`config.mk`:
```
export PLATFORM = sky130hd
export DESIGN_NAME = timer_channel
export DESIGN_NICKNAME = d
export VERILOG_FILES = /design/src/timer_channel.v /design/src/timer_prescaler.v
export VERILOG_INCLUDE_DIRS = /design/src
export SDC_FILE = /design/constraint.sdc
export NUM_CORES = 1
export LEC_CHECK = 0
export BUFFER_PORTS_ARGS = -buffer_cell sky130_fd_sc_hd__buf_2
export CAP_MARGIN = 20
export CORE_UTILIZATION = 44
export CTS_BUF_LIST = sky130_fd_sc_hd__clkbuf_8
export CTS_CLUSTER_DIAMETER = 40
export DETAILED_ROUTE_END_ITERATION = 7
export PLACE_DENSITY = 0.69
export SYNTH_ARGS = -nofsm -noshare
export SYNTH_HDL_FRONTEND = slang
export SYNTH_SLANG_ARGS = --single-unit
```
`constraint.sdc`:
```
create_clock -name pclk -period 4.1 [get_ports pclk]
set_input_delay 0.205 -clock pclk [delete_from_list [all_inputs] [get_ports pclk]]
set_output_delay 0.205 -clock pclk [all_outputs]
set_load 0.05 [all_outputs]
```
`src/timer_defs.vh`:
```
// Register offsets, field positions, codes and reset values of the timer channel
`ifndef TIMER_DEFS_VH
`define TIMER_DEFS_VH

// ----------------------------------------------------------------------
// Register byte offsets
// ----------------------------------------------------------------------
`define OFF_COMMAND     8'h00
`define OFF_MODE        8'h04
`define OFF_COUNT       8'h10
`define OFF_HOLD_A      8'h14
`define OFF_HOLD_B      8'h18
`define OFF_LIMIT       8'h1C
`define OFF_STATUS      8'h20

// ----------------------------------------------------------------------
// Command register bits
// ----------------------------------------------------------------------
`define CMD_ENABLE      0
`define CMD_DISABLE     1
`define CMD_SOFT        2

// ----------------------------------------------------------------------
// Mode register fields (shared and per-mode)
// ----------------------------------------------------------------------
`define M_CLK_SEL       2:0
`define M_EDGE_INV      3
`define M_GATE          5:4
`define M_STOP          6
`define M_DISABLE       7
`define M_TRIG_EDGE     9:8
`define M_TRIG_PIN      10
`define M_EVT_SEL       11:10
`define M_EVT_TRIG      12
`define M_LIMIT_TRIG    14
`define M_WAVE          15
`define M_LOAD_A        17:16
`define M_LOAD_B        19:18
`define M_A_HOLD        17:16
`define M_A_LIMIT       19:18
`define M_A_EVENT       21:20
`define M_A_SOFT        23:22
`define M_B_HOLD        25:24
`define M_B_LIMIT       27:26
`define M_B_EVENT       29:28
`define M_B_SOFT        31:30
`define MODE_RESET      32'h00000000
`define MODE_MASK       32'hFFFFDFFF

// ----------------------------------------------------------------------
// Status register bits
// ----------------------------------------------------------------------
`define ST_CLK_EN       16
`define ST_LINE_A       17
`define ST_LINE_B       18

// ----------------------------------------------------------------------
// Codes
// ----------------------------------------------------------------------
`define EFF_NONE        2'h0
`define EFF_SET         2'h1
`define EFF_CLEAR       2'h2
`define EFF_TOGGLE      2'h3
`define CS_EXT0         3'h5
`define GATE_NONE       2'h0
`define EVT_LINE_B      2'h0

// ----------------------------------------------------------------------
// Prescaler taps: bit k of a free counter has a period of 2^(k+1) clocks
// ----------------------------------------------------------------------
`define PRE_WIDTH       10
`define TAP_DIV2        0
`define TAP_DIV8        2
`define TAP_DIV32       4
`define TAP_DIV128      6
`define TAP_DIV1024     9

`endif

```
`src/timer_channel.v`:
```
// One 16-bit timer channel with APB registers, capture and waveform modes
// Contract
// - Enable command enables clock unless disable set
// - Disable command stops clock, wins over enable
// - Software trigger zeroes counter and starts clock
// - Edge invert picks rising or falling count edge
// - Gate select ANDs clock with external line
// - Capture: hold_b load stops clock when set
// - Capture: hold_b load disables clock when set
// - Capture: trigger edge none, rise, fall, both
// - Capture: trigger from line_b or line_a
// - Limit match resets counter when enabled
// - Mode bit selects capture or waveform
// - Capture: hold_a loads on chosen line_a edge
// - Capture: hold_b loads on chosen line_a edge
// - Waveform: limit match stops clock when set
// - Waveform: limit match disables clock when set
// - Waveform: event edge none, rise, fall, both
// - Waveform: event source; line_b becomes input
// - Waveform: event trigger resets counter when enabled
// - Waveform: line_a effects set, clear, toggle
// - Waveform: line_b effects set, clear, toggle
// - Coinciding events: soft, event, limit, hold
//
// The APB register port and the placing of the registers were decided locally.
`timescale 1ns/1ps
`include "timer_defs.vh"

module timer_channel #(
  parameter CW = 16                  // Counter width
) (
  input  wire        pclk,
  input  wire        presetn,
  input  wire        psel,
  input  wire        penable,
  input  wire        pwrite,
  input  wire [7:0]  paddr,
  input  wire [31:0] pwdata,
  output wire [31:0] prdata,
  output wire        pready,
  output wire        pslverr,
  input  wire        ext_clock_0,
  input  wire        ext_clock_1,
  input  wire        ext_clock_2,
  input  wire        line_a_in,
  output wire        line_a_out,
  output wire        line_a_oe,
  input  wire        line_b_in,
  output wire        line_b_out,
  output wire        line_b_oe
);

  // ----------------------------------------------------------------------
  // Helpers
  // ----------------------------------------------------------------------
  // Edge code: bit 0 picks rising, bit 1 picks falling, both means each
  function edge_hit;
    input [1:0] code;
    input       rise;
    input       fall;
    begin
      edge_hit = (code[0] & rise) | (code[1] & fall);
    end
  endfunction

  // Apply an effect code to an output level
  function apply_eff;
    input       cur;
    input [1:0] code;
    begin
      case (code)
        `EFF_SET:    apply_eff = 1'b1;
        `EFF_CLEAR:  apply_eff = 1'b0;
        `EFF_TOGGLE: apply_eff = ~cur;
        default:     apply_eff = cur;
      endcase
    end
  endfunction

  // ----------------------------------------------------------------------
  // Input synchronisers
  // ----------------------------------------------------------------------
  wire [4:0] raw_in;                 // ext0, ext1, ext2, line_a, line_b
  reg  [4:0] meta_q;                 // First stage, read only by sync_q
  reg  [4:0] sync_q;                 // Safe level
  reg  [4:0] prev_q;                 // Previous safe level for edges
  wire [4:0] in_rise;
  wire [4:0] in_fall;

  assign raw_in = {line_b_in, line_a_in, ext_clock_2, ext_clock_1, ext_clock_0};

  genvar gi;
  generate
    for (gi = 0; gi < 5; gi = gi + 1) begin : g_sync
      // Two flops before any logic looks at the pin
      always @(posedge pclk or negedge presetn) begin
        if (!presetn) begin
          meta_q[gi] <= 1'b0;
          sync_q[gi] <= 1'b0;
          prev_q[gi] <= 1'b0;
        end else begin
          meta_q[gi] <= raw_in[gi];
          sync_q[gi] <= meta_q[gi];
          prev_q[gi] <= sync_q[gi];
        end
      end
      assign in_rise[gi] = sync_q[gi] & ~prev_q[gi];
      assign in_fall[gi] = ~sync_q[gi] & prev_q[gi];
    end
  endgenerate

  // ----------------------------------------------------------------------
  // Prescaler
  // ----------------------------------------------------------------------
  wire [4:0] div_level;              // Divided pclk levels

  timer_prescaler u_pre (
    .pclk      (pclk),
    .presetn   (presetn),
    .div_level (div_level)
  );

  // ----------------------------------------------------------------------
  // State
  // ----------------------------------------------------------------------
  reg [31:0]   mode_q;               // Mode register
  reg [CW-1:0] count_q;              // Counter value
  reg [CW-1:0] hold_a_q;             // Hold register A
  reg [CW-1:0] hold_b_q;             // Hold register B
  reg [CW-1:0] limit_q;              // Limit register C
  reg          clk_en_q;             // Counter clock enabled
  reg          stopped_q;            // Clock stopped until next trigger
  reg          gated_q;              // Previous gated clock level
  reg          line_a_q;             // Driven level of line_a
  reg          line_b_q;             // Driven level of line_b
  reg          line_a_oe_q;
  reg          line_b_oe_q;
  reg          pready_q;
  reg          pslverr_q;
  reg [31:0]   prdata_q;

  // ----------------------------------------------------------------------
  // APB decode
  // ----------------------------------------------------------------------
  // One wait state: pready rises one edge into the access phase, and the
  // write lands on the edge where the master sees pready high
  wire access  = psel & penable & ~pready_q;
  wire fire    = psel & penable & pready_q;
  wire wr_fire = fire & pwrite;
  wire wr_cmd  = wr_fire & (paddr == `OFF_COMMAND);
  wire wr_mode = wr_fire & (paddr == `OFF_MODE);
  wire mapped  = (paddr == `OFF_COMMAND) | (paddr == `OFF_MODE) |
                 (paddr == `OFF_COUNT) | (paddr == `OFF_HOLD_A) |
                 (paddr == `OFF_HOLD_B) | (paddr == `OFF_LIMIT) |
                 (paddr == `OFF_STATUS);

  wire cmd_en   = wr_cmd & pwdata[`CMD_ENABLE];
  wire cmd_dis  = wr_cmd & pwdata[`CMD_DISABLE];
  wire soft_trg = wr_cmd & pwdata[`CMD_SOFT];

  // ----------------------------------------------------------------------
  // Mode fields
  // ----------------------------------------------------------------------
  wire       wave     = mode_q[`M_WAVE];
  wire [2:0] clk_sel  = mode_q[`M_CLK_SEL];
  wire [1:0] gate_sel = mode_q[`M_GATE];
  wire [1:0] evt_sel  = mode_q[`M_EVT_SEL];

  // ----------------------------------------------------------------------
  // Count clock selection and edge
  // ----------------------------------------------------------------------
  reg sel_level;                     // Selected clock level
  reg gate_level;                    // Gate level, 1 when ungated

  // Choose the counting clock and its gate
  always @* begin
    if (clk_sel < `CS_EXT0) begin
      sel_level = div_level[clk_sel];
    end else begin
      sel_level = sync_q[clk_sel - `CS_EXT0];
    end
    if (gate_sel == `GATE_NONE) begin
      gate_level = 1'b1;
    end else begin
      gate_level = sync_q[gate_sel - 2'h1];
    end
  end

  wire gated  = sel_level & gate_level;
  // Invert picks the falling edge of the gated clock
  wire c_edge = mode_q[`M_EDGE_INV] ? (gated_q & ~gated)
                                    : (gated & ~gated_q);
  wire tick   = c_edge & clk_en_q & ~stopped_q;

  // ----------------------------------------------------------------------
  // Events
  // ----------------------------------------------------------------------
  // Matches are taken on the count edge while the counter holds the value
  wire lim_hit  = tick & (count_q == limit_q);
  wire hold_a_m = wave & tick & (count_q == hold_a_q);
  wire hold_b_m = wave & tick & (count_q == hold_b_q);

  // Capture trigger pin: line_a when select is 1, else line_b
  wire trig_pin = mode_q[`M_TRIG_PIN];
  wire cap_trg  = ~wave & edge_hit(mode_q[`M_TRIG_EDGE],
                                   trig_pin ? in_rise[3] : in_rise[4],
                                   trig_pin ? in_fall[3] : in_fall[4]);
  wire load_a   = ~wave & edge_hit(mode_q[`M_LOAD_A], in_rise[3], in_fall[3]);
  wire load_b   = ~wave & edge_hit(mode_q[`M_LOAD_B], in_rise[3], in_fall[3]);

  // Waveform event source: line_b for code 0, else an external clock line
  wire evt_rise = (evt_sel == `EVT_LINE_B) ? in_rise[4] : in_rise[evt_sel - 2'h1];
  wire evt_fall = (evt_sel == `EVT_LINE_B) ? in_fall[4] : in_fall[evt_sel - 2'h1];
  wire ext_evt  = wave & edge_hit(mode_q[`M_TRIG_EDGE], evt_rise, evt_fall);

  wire trigger  = soft_trg
                | cap_trg
                | (ext_evt & mode_q[`M_EVT_TRIG])
                | (lim_hit & mode_q[`M_LIMIT_TRIG]);

  // Stop and disable sources depend on the mode
  wire hw_stop  = (~wave & load_b & mode_q[`M_STOP])
                | (wave & lim_hit & mode_q[`M_STOP]);
  wire hw_dis   = (~wave & load_b & mode_q[`M_DISABLE])
                | (wave & lim_hit & mode_q[`M_DISABLE]);

  // ----------------------------------------------------------------------
  // Counter and clock control
  // ----------------------------------------------------------------------
  // Disable from software or hardware wins over enable; a stop event wins
  // over a trigger in the same cycle so a stop is never lost
  always @(posedge pclk or negedge presetn) begin
    if (!presetn) begin
      count_q   <= {CW{1'b0}};
      clk_en_q  <= 1'b0;
      stopped_q <= 1'b1;
      gated_q   <= 1'b0;
    end else begin
      gated_q <= gated;
      if (trigger) begin
        count_q <= {CW{1'b0}};
      end else if (tick & ~hw_stop & ~hw_dis) begin     // Count rests at the limit match or hold_b load
        count_q <= count_q + {{(CW-1){1'b0}}, 1'b1};
      end
      if (cmd_dis | hw_dis) begin
        clk_en_q <= 1'b0;
      end else if (cmd_en) begin
        clk_en_q <= 1'b1;
      end
      if (hw_stop) begin
        stopped_q <= 1'b1;
      end else if (trigger) begin
        stopped_q <= 1'b0;
      end
    end
  end

  // ----------------------------------------------------------------------
  // Mode, hold and limit registers
  // ----------------------------------------------------------------------
  // Hold registers load from the counter in capture mode and are
  // software writable only in waveform mode
  always @(posedge pclk or negedge presetn) begin
    if (!presetn) begin
      mode_q   <= `MODE_RESET;
      hold_a_q <= {CW{1'b0}};
      hold_b_q <= {CW{1'b0}};
      limit_q  <= {CW{1'b0}};
    end else begin
      if (wr_mode) begin
        mode_q <= pwdata & `MODE_MASK;
      end
      if (load_a) begin
        hold_a_q <= count_q;
      end else if (wr_fire & wave & (paddr == `OFF_HOLD_A)) begin
        hold_a_q <= pwdata[CW-1:0];
      end
      if (load_b) begin
        hold_b_q <= count_q;
      end else if (wr_fire & wave & (paddr == `OFF_HOLD_B)) begin
        hold_b_q <= pwdata[CW-1:0];
      end
      if (wr_fire & (paddr == `OFF_LIMIT)) begin
        limit_q <= pwdata[CW-1:0];
      end
    end
  end

  // ----------------------------------------------------------------------
  // Output controller
  // ----------------------------------------------------------------------
  // Only the highest-priority event with a non-zero effect acts
  reg [1:0] eff_a;
  reg [1:0] eff_b;
  wire      b_out_en = wave & (evt_sel != `EVT_LINE_B);

  // Pick effects: soft, then event, then limit, then hold match
  always @* begin
    eff_a = `EFF_NONE;
    eff_b = `EFF_NONE;
    if (soft_trg && mode_q[`M_A_SOFT] != `EFF_NONE) begin
      eff_a = mode_q[`M_A_SOFT];
    end else if (ext_evt && mode_q[`M_A_EVENT] != `EFF_NONE) begin
      eff_a = mode_q[`M_A_EVENT];
    end else if (lim_hit && mode_q[`M_A_LIMIT] != `EFF_NONE) begin
      eff_a = mode_q[`M_A_LIMIT];
    end else if (hold_a_m) begin
      eff_a = mode_q[`M_A_HOLD];
    end
    if (soft_trg && mode_q[`M_B_SOFT] != `EFF_NONE) begin
      eff_b = mode_q[`M_B_SOFT];
    end else if (ext_evt && mode_q[`M_B_EVENT] != `EFF_NONE) begin
      eff_b = mode_q[`M_B_EVENT];
    end else if (lim_hit && mode_q[`M_B_LIMIT] != `EFF_NONE) begin
      eff_b = mode_q[`M_B_LIMIT];
    end else if (hold_b_m) begin
      eff_b = mode_q[`M_B_HOLD];
    end
  end

  // Levels change only in waveform mode; line_b only while it drives
  always @(posedge pclk or negedge presetn) begin
    if (!presetn) begin
      line_a_q    <= 1'b0;
      line_b_q    <= 1'b0;
      line_a_oe_q <= 1'b0;
      line_b_oe_q <= 1'b0;
    end else begin
      line_a_oe_q <= wave;
      line_b_oe_q <= b_out_en;
      if (wave) begin
        line_a_q <= apply_eff(line_a_q, eff_a);
      end
      if (b_out_en) begin
        line_b_q <= apply_eff(line_b_q, eff_b);
      end
    end
  end

  // ----------------------------------------------------------------------
  // APB response
  // ----------------------------------------------------------------------
  reg [31:0] rd_mux;                 // Read data of addressed register
  wire mirror_a = wave ? line_a_q : sync_q[3];
  wire mirror_b = b_out_en ? line_b_q : sync_q[4];

  // Read mux; the command register reads as zero
  always @* begin
    rd_mux = 32'h00000000;
    case (paddr)
      `OFF_MODE:   rd_mux = mode_q;
      `OFF_COUNT:  rd_mux[CW-1:0] = count_q;
      `OFF_HOLD_A: rd_mux[CW-1:0] = hold_a_q;
      `OFF_HOLD_B: rd_mux[CW-1:0] = hold_b_q;
      `OFF_LIMIT:  rd_mux[CW-1:0] = limit_q;
      `OFF_STATUS: begin
        rd_mux[`ST_CLK_EN] = clk_en_q;
        rd_mux[`ST_LINE_A] = mirror_a;
        rd_mux[`ST_LINE_B] = mirror_b;
      end
      default:     rd_mux = 32'h00000000;
    endcase
  end

  // Answer registered so every bus output leaves a flop
  always @(posedge pclk or negedge presetn) begin
    if (!presetn) begin
      pready_q  <= 1'b0;
      pslverr_q <= 1'b0;
      prdata_q  <= 32'h00000000;
    end else begin
      pready_q <= access;
      if (access) begin
        pslverr_q <= ~mapped;
        prdata_q  <= pwrite ? 32'h00000000 : rd_mux;
      end else begin
        pslverr_q <= 1'b0;
      end
    end
  end

  assign pready     = pready_q;
  assign pslverr    = pslverr_q;
  assign prdata     = prdata_q;
  assign line_a_out = line_a_q;
  assign line_a_oe  = line_a_oe_q;
  assign line_b_out = line_b_q;
  assign line_b_oe  = line_b_oe_q;

endmodule // timer_channel

```
`src/timer_prescaler.v`:
```
// Free-running prescaler giving the five divided clock levels
`timescale 1ns/1ps
`include "timer_defs.vh"

module timer_prescaler (
  input  wire       pclk,
  input  wire       presetn,
  output wire [4:0] div_level
);

  reg [`PRE_WIDTH-1:0] pre_q;   // Free counter, never stops

  // ----------------------------------------------------------------------
  // Counter
  // ----------------------------------------------------------------------
  // Free running so all channels sharing it see a stable phase
  always @(posedge pclk or negedge presetn) begin
    if (!presetn) begin
      pre_q <= {`PRE_WIDTH{1'b0}};
    end else begin
      pre_q <= pre_q + {{(`PRE_WIDTH-1){1'b0}}, 1'b1};
    end
  end

  // Levels for /2, /8, /32, /128, /1024 in select order
  assign div_level = {pre_q[`TAP_DIV1024], pre_q[`TAP_DIV128], pre_q[`TAP_DIV32],
                      pre_q[`TAP_DIV8], pre_q[`TAP_DIV2]};

endmodule // timer_prescaler

```
==> impl_metrics.ini <==
[placed_design]
dp_cells = 1027
place_congestion = 0.8747
port_buffers = 87
post-dp-hpwl_mm = 15.01
dp_slack_ns = 0.6174

[worst_setup_path]
slowest_stage = a2111oi_1
worstPathCellList = inv_1, ha_1, mux2_1, a32oi_1, a2111oi_1, mux2_4, a221o_1, nor4_2, xnor2_1, nor2_1
worst-endpoint-arrival_ns = 3.89
critPathRequiredTime_ns = 4.44
path_class = flip-flop to flip-flop
path_max_fanout = 17
critPathCaptureType = flip-flop
critPathLaunchType = flip-flop
r2r_setup_slack_ns = 0.55
cpPeakStageDelay_ns = 0.62

[global_routing]
track_usage_pct = 23.21
gr-total-overflow = 0
grt_pass1_wl_mm = 34.18
grt_pass1_vias = 6091
antenna_found_initial = 0
grt_max_degree = 93

[clock_network]
postCtsSetupBuffers = 0
cts_max_path_buffers = 2
clk_latency_ns = 0.47
cts_tree = built
cts_max_level = 4
cts_buffers = 17
clk_pin_slew_worst_paths_ns = 0.09
cts_sinks = 161
post_cts_resized = 0
cts-root-buf = clkbuf_8

[routing]
drtIter0Drc = 494
ant_nets = 0
num_vias = 6143
wl_per_cell_um = 19.68
drc_errors = 11
wirelength_mm = 21.31
avgViaCountPerCell = 5.672
drtPass1Iterations = 7

[timing]
tightestPinTransition_ns = 0.8439
relSlewSlack_pct = 43.68
fin_skew_ns = 0.01814
grt_setup_unrepaired = false
setup_viol = 0
slew_viol_final = 0
period_needed_ns = 3.553
hold_violations = 0
period_share_pct = 86.67
clock.fmax_mhz = 281.4
final.setup.tns_ns = 0
timing.final.ws_setup_ns = 0.5466

[pwr]
switching_power_mw = 0.7721
power_frac_comb_pct = 6.3
p_int_mw = 2.359
p_per_area_mw_per_mm2 = 329.5
pwr-share-seq_pct = 52.1
p_leak_nw = 4.541
p_sw_share_pct = 24.66
vdd_drop_max_uv = 196.9
p_clk_share_pct = 41.6

[logic_synthesis]
synth_top_cells_by_area = dfrtp_1, mux2_2, mux4_2, mux2i_1, xnor2_1
syn_inst = 748
ys_types = 60
synth_fp_nets = 803
synth_seq_cells = 161
synthFlopType = dfrtp_1
ys_warn_count = 0
async_reset_ff_share_pct = 100.0
ys_seq_area_share_pct = 49.01
synth-edff-count = 0
synth.cell_area_mm2 = 0.008223
synth_area_leader_cell = dfrtp_1
synth_top_area_share_pct = 48.69
avgSynthCellArea_um2 = 10.99

[floorplanning]
rows = 49
die_y_um = 138.7
die_area_mm2 = 0.01924
ios = 88
die_w_um = 138.7
start_util_pct = 45.31
core_mm2 = 0.01815

[outcome]
violations = DRC
status = finished, violations left

[flow_run]
max-cap-violations = 0

[final_layout]
drive_above_1_share_pct = 25.06
diodes = 0
layout_commonest_cell = dfrtp_1
fillers = 1590
final_cells = 1083
final_nets = 896
area_delta_synth_final_pct = 15.55
mostFrequentLayoutCells = dfrtp_1, buf_2, nand2_1

[hold_path]
holdCritPathClass = input port to flip-flop
## cell type report
class	instances	area, µm²	share of cell area (%)
clock buffers	17	234.0	2.462
flip-flops and latches	161	4030	42.42
well taps	229	286.5	3.016
multi-input cells	513	3872	40.76
repair buffers	125	787.0	8.283
clock inverters	15	205.2	2.160
inverters	23	86.33	0.9086
## power by group through the flow
stage / sequential [mW] / clock (mW) / combinational, mW
global route: 1.64 / 1.39 / 0.220
floorplan: 1.66 / 0 / 0.0820
finish: 1.63 / 1.30 / 0.198
detailed placement: 1.66 / 0 / 0.182
global placement: 1.66 / 0 / 0.181
CTS: 1.63 / 1.32 / 0.199
## stage by stage
stage               area, µm²  util [%]  hold slack [ns]  power [mW]
finish                   9502     52.36          0.01678       3.131
global route             9502     52.36         0.005763       3.248
CTS                      9492     52.30         0.002818       3.155
detailed placement       8822     48.61           0.3147       1.844
global placement         8822     48.61           0.3143       1.842
floorplan                8223         -         -0.09059       1.741
## critical path, delay by kind of cell, from the launching register on
family          cells  cell delay (ns)
compound gates      3             1.31
xor+xnor            1             0.15
fa+ha+maj           1             0.36
buf+inv             1             0.11
flops               1             0.45
mux                 2             0.58
simple gates        2             0.46
## cells by family (layout without fill, tap and decap cells)
family	Yosys count	in the layout	synth area share, %
adder cells (fa/ha/maj)	5	5	0.7608
flip-flops	161	161	49.01
AO/OA/AOI/OAI	130	130	10.39
AND/OR/NAND/NOR	206	206	12.43
XOR/XNOR	70	70	7.456
buffers and inverters	74	180	4.078
multiplexers	102	102	15.87
## flip-flops by register name, indices dropped and copies added (netlist names), 5 cells and up
signal       count
hold_b_q        16
u_pre.pre_q     10
limit_q         16
mode_q          31
sync_q           5
prev_q           5
meta_q           5
count_q         16
hold_a_q        16
prdata          32
## worst paths after layout
path | to | cells past startpoint | from
min reg2reg | sync_q[0] | 0 | meta_q[0]
min | mode_q[7] | 2 | pwdata[7]
max reg2reg | count_q[15] | 10 | mode_q[0]
max | count_q[15] | 10 | mode_q[0]
min in group asynchronous | meta_q[0] | 2 | presetn
max in group asynchronous | hold_b_q[3] | 3 | presetn
## Yosys cell counts, drive strengths merged, types with 3 or more instances
master	number
mux2	51
clkbuf	18
nor2	49
a22o	15
or2	3
o21ai	43
dfrtp	160
a21oi	25
nor4	10
nand4	14
nand2b	5
mux2i	34
or3	4
ha	5
buf	33
a211oi	3
nand3	13
a32oi	5
and3	8
and2	3
xnor2	35
mux4	17
nor2b	3
o211ai	3
a22oi	18
nor3	14
inv	23
nand3b	5
o311ai	3
xor2	35
nand2	70
## what timing repair did
| item | in CTS | in global routing |
|---|---|---|
| endpoints found under the hold margin | 112 | 1 |
| hold buffers | 23 | 1 |
| setup endpoints to repair | 0 | 0 |
## routing by layer
| metal | routed length (µm) | vias up | track usage [%] |
|---|---|---|---|
| met4 | 355 | 0 | 7.018 |
| met1 | 9580 | 3110 | 31.85 |
| met2 | 10320 | 159 | 37.11 |
| li1 | - | 2845 | - |
| met5 | 0 | - | 0 |
| met3 | 1059 | 29 | 4.869 |
No activity file was read; power rests on OpenSTA's default activity.
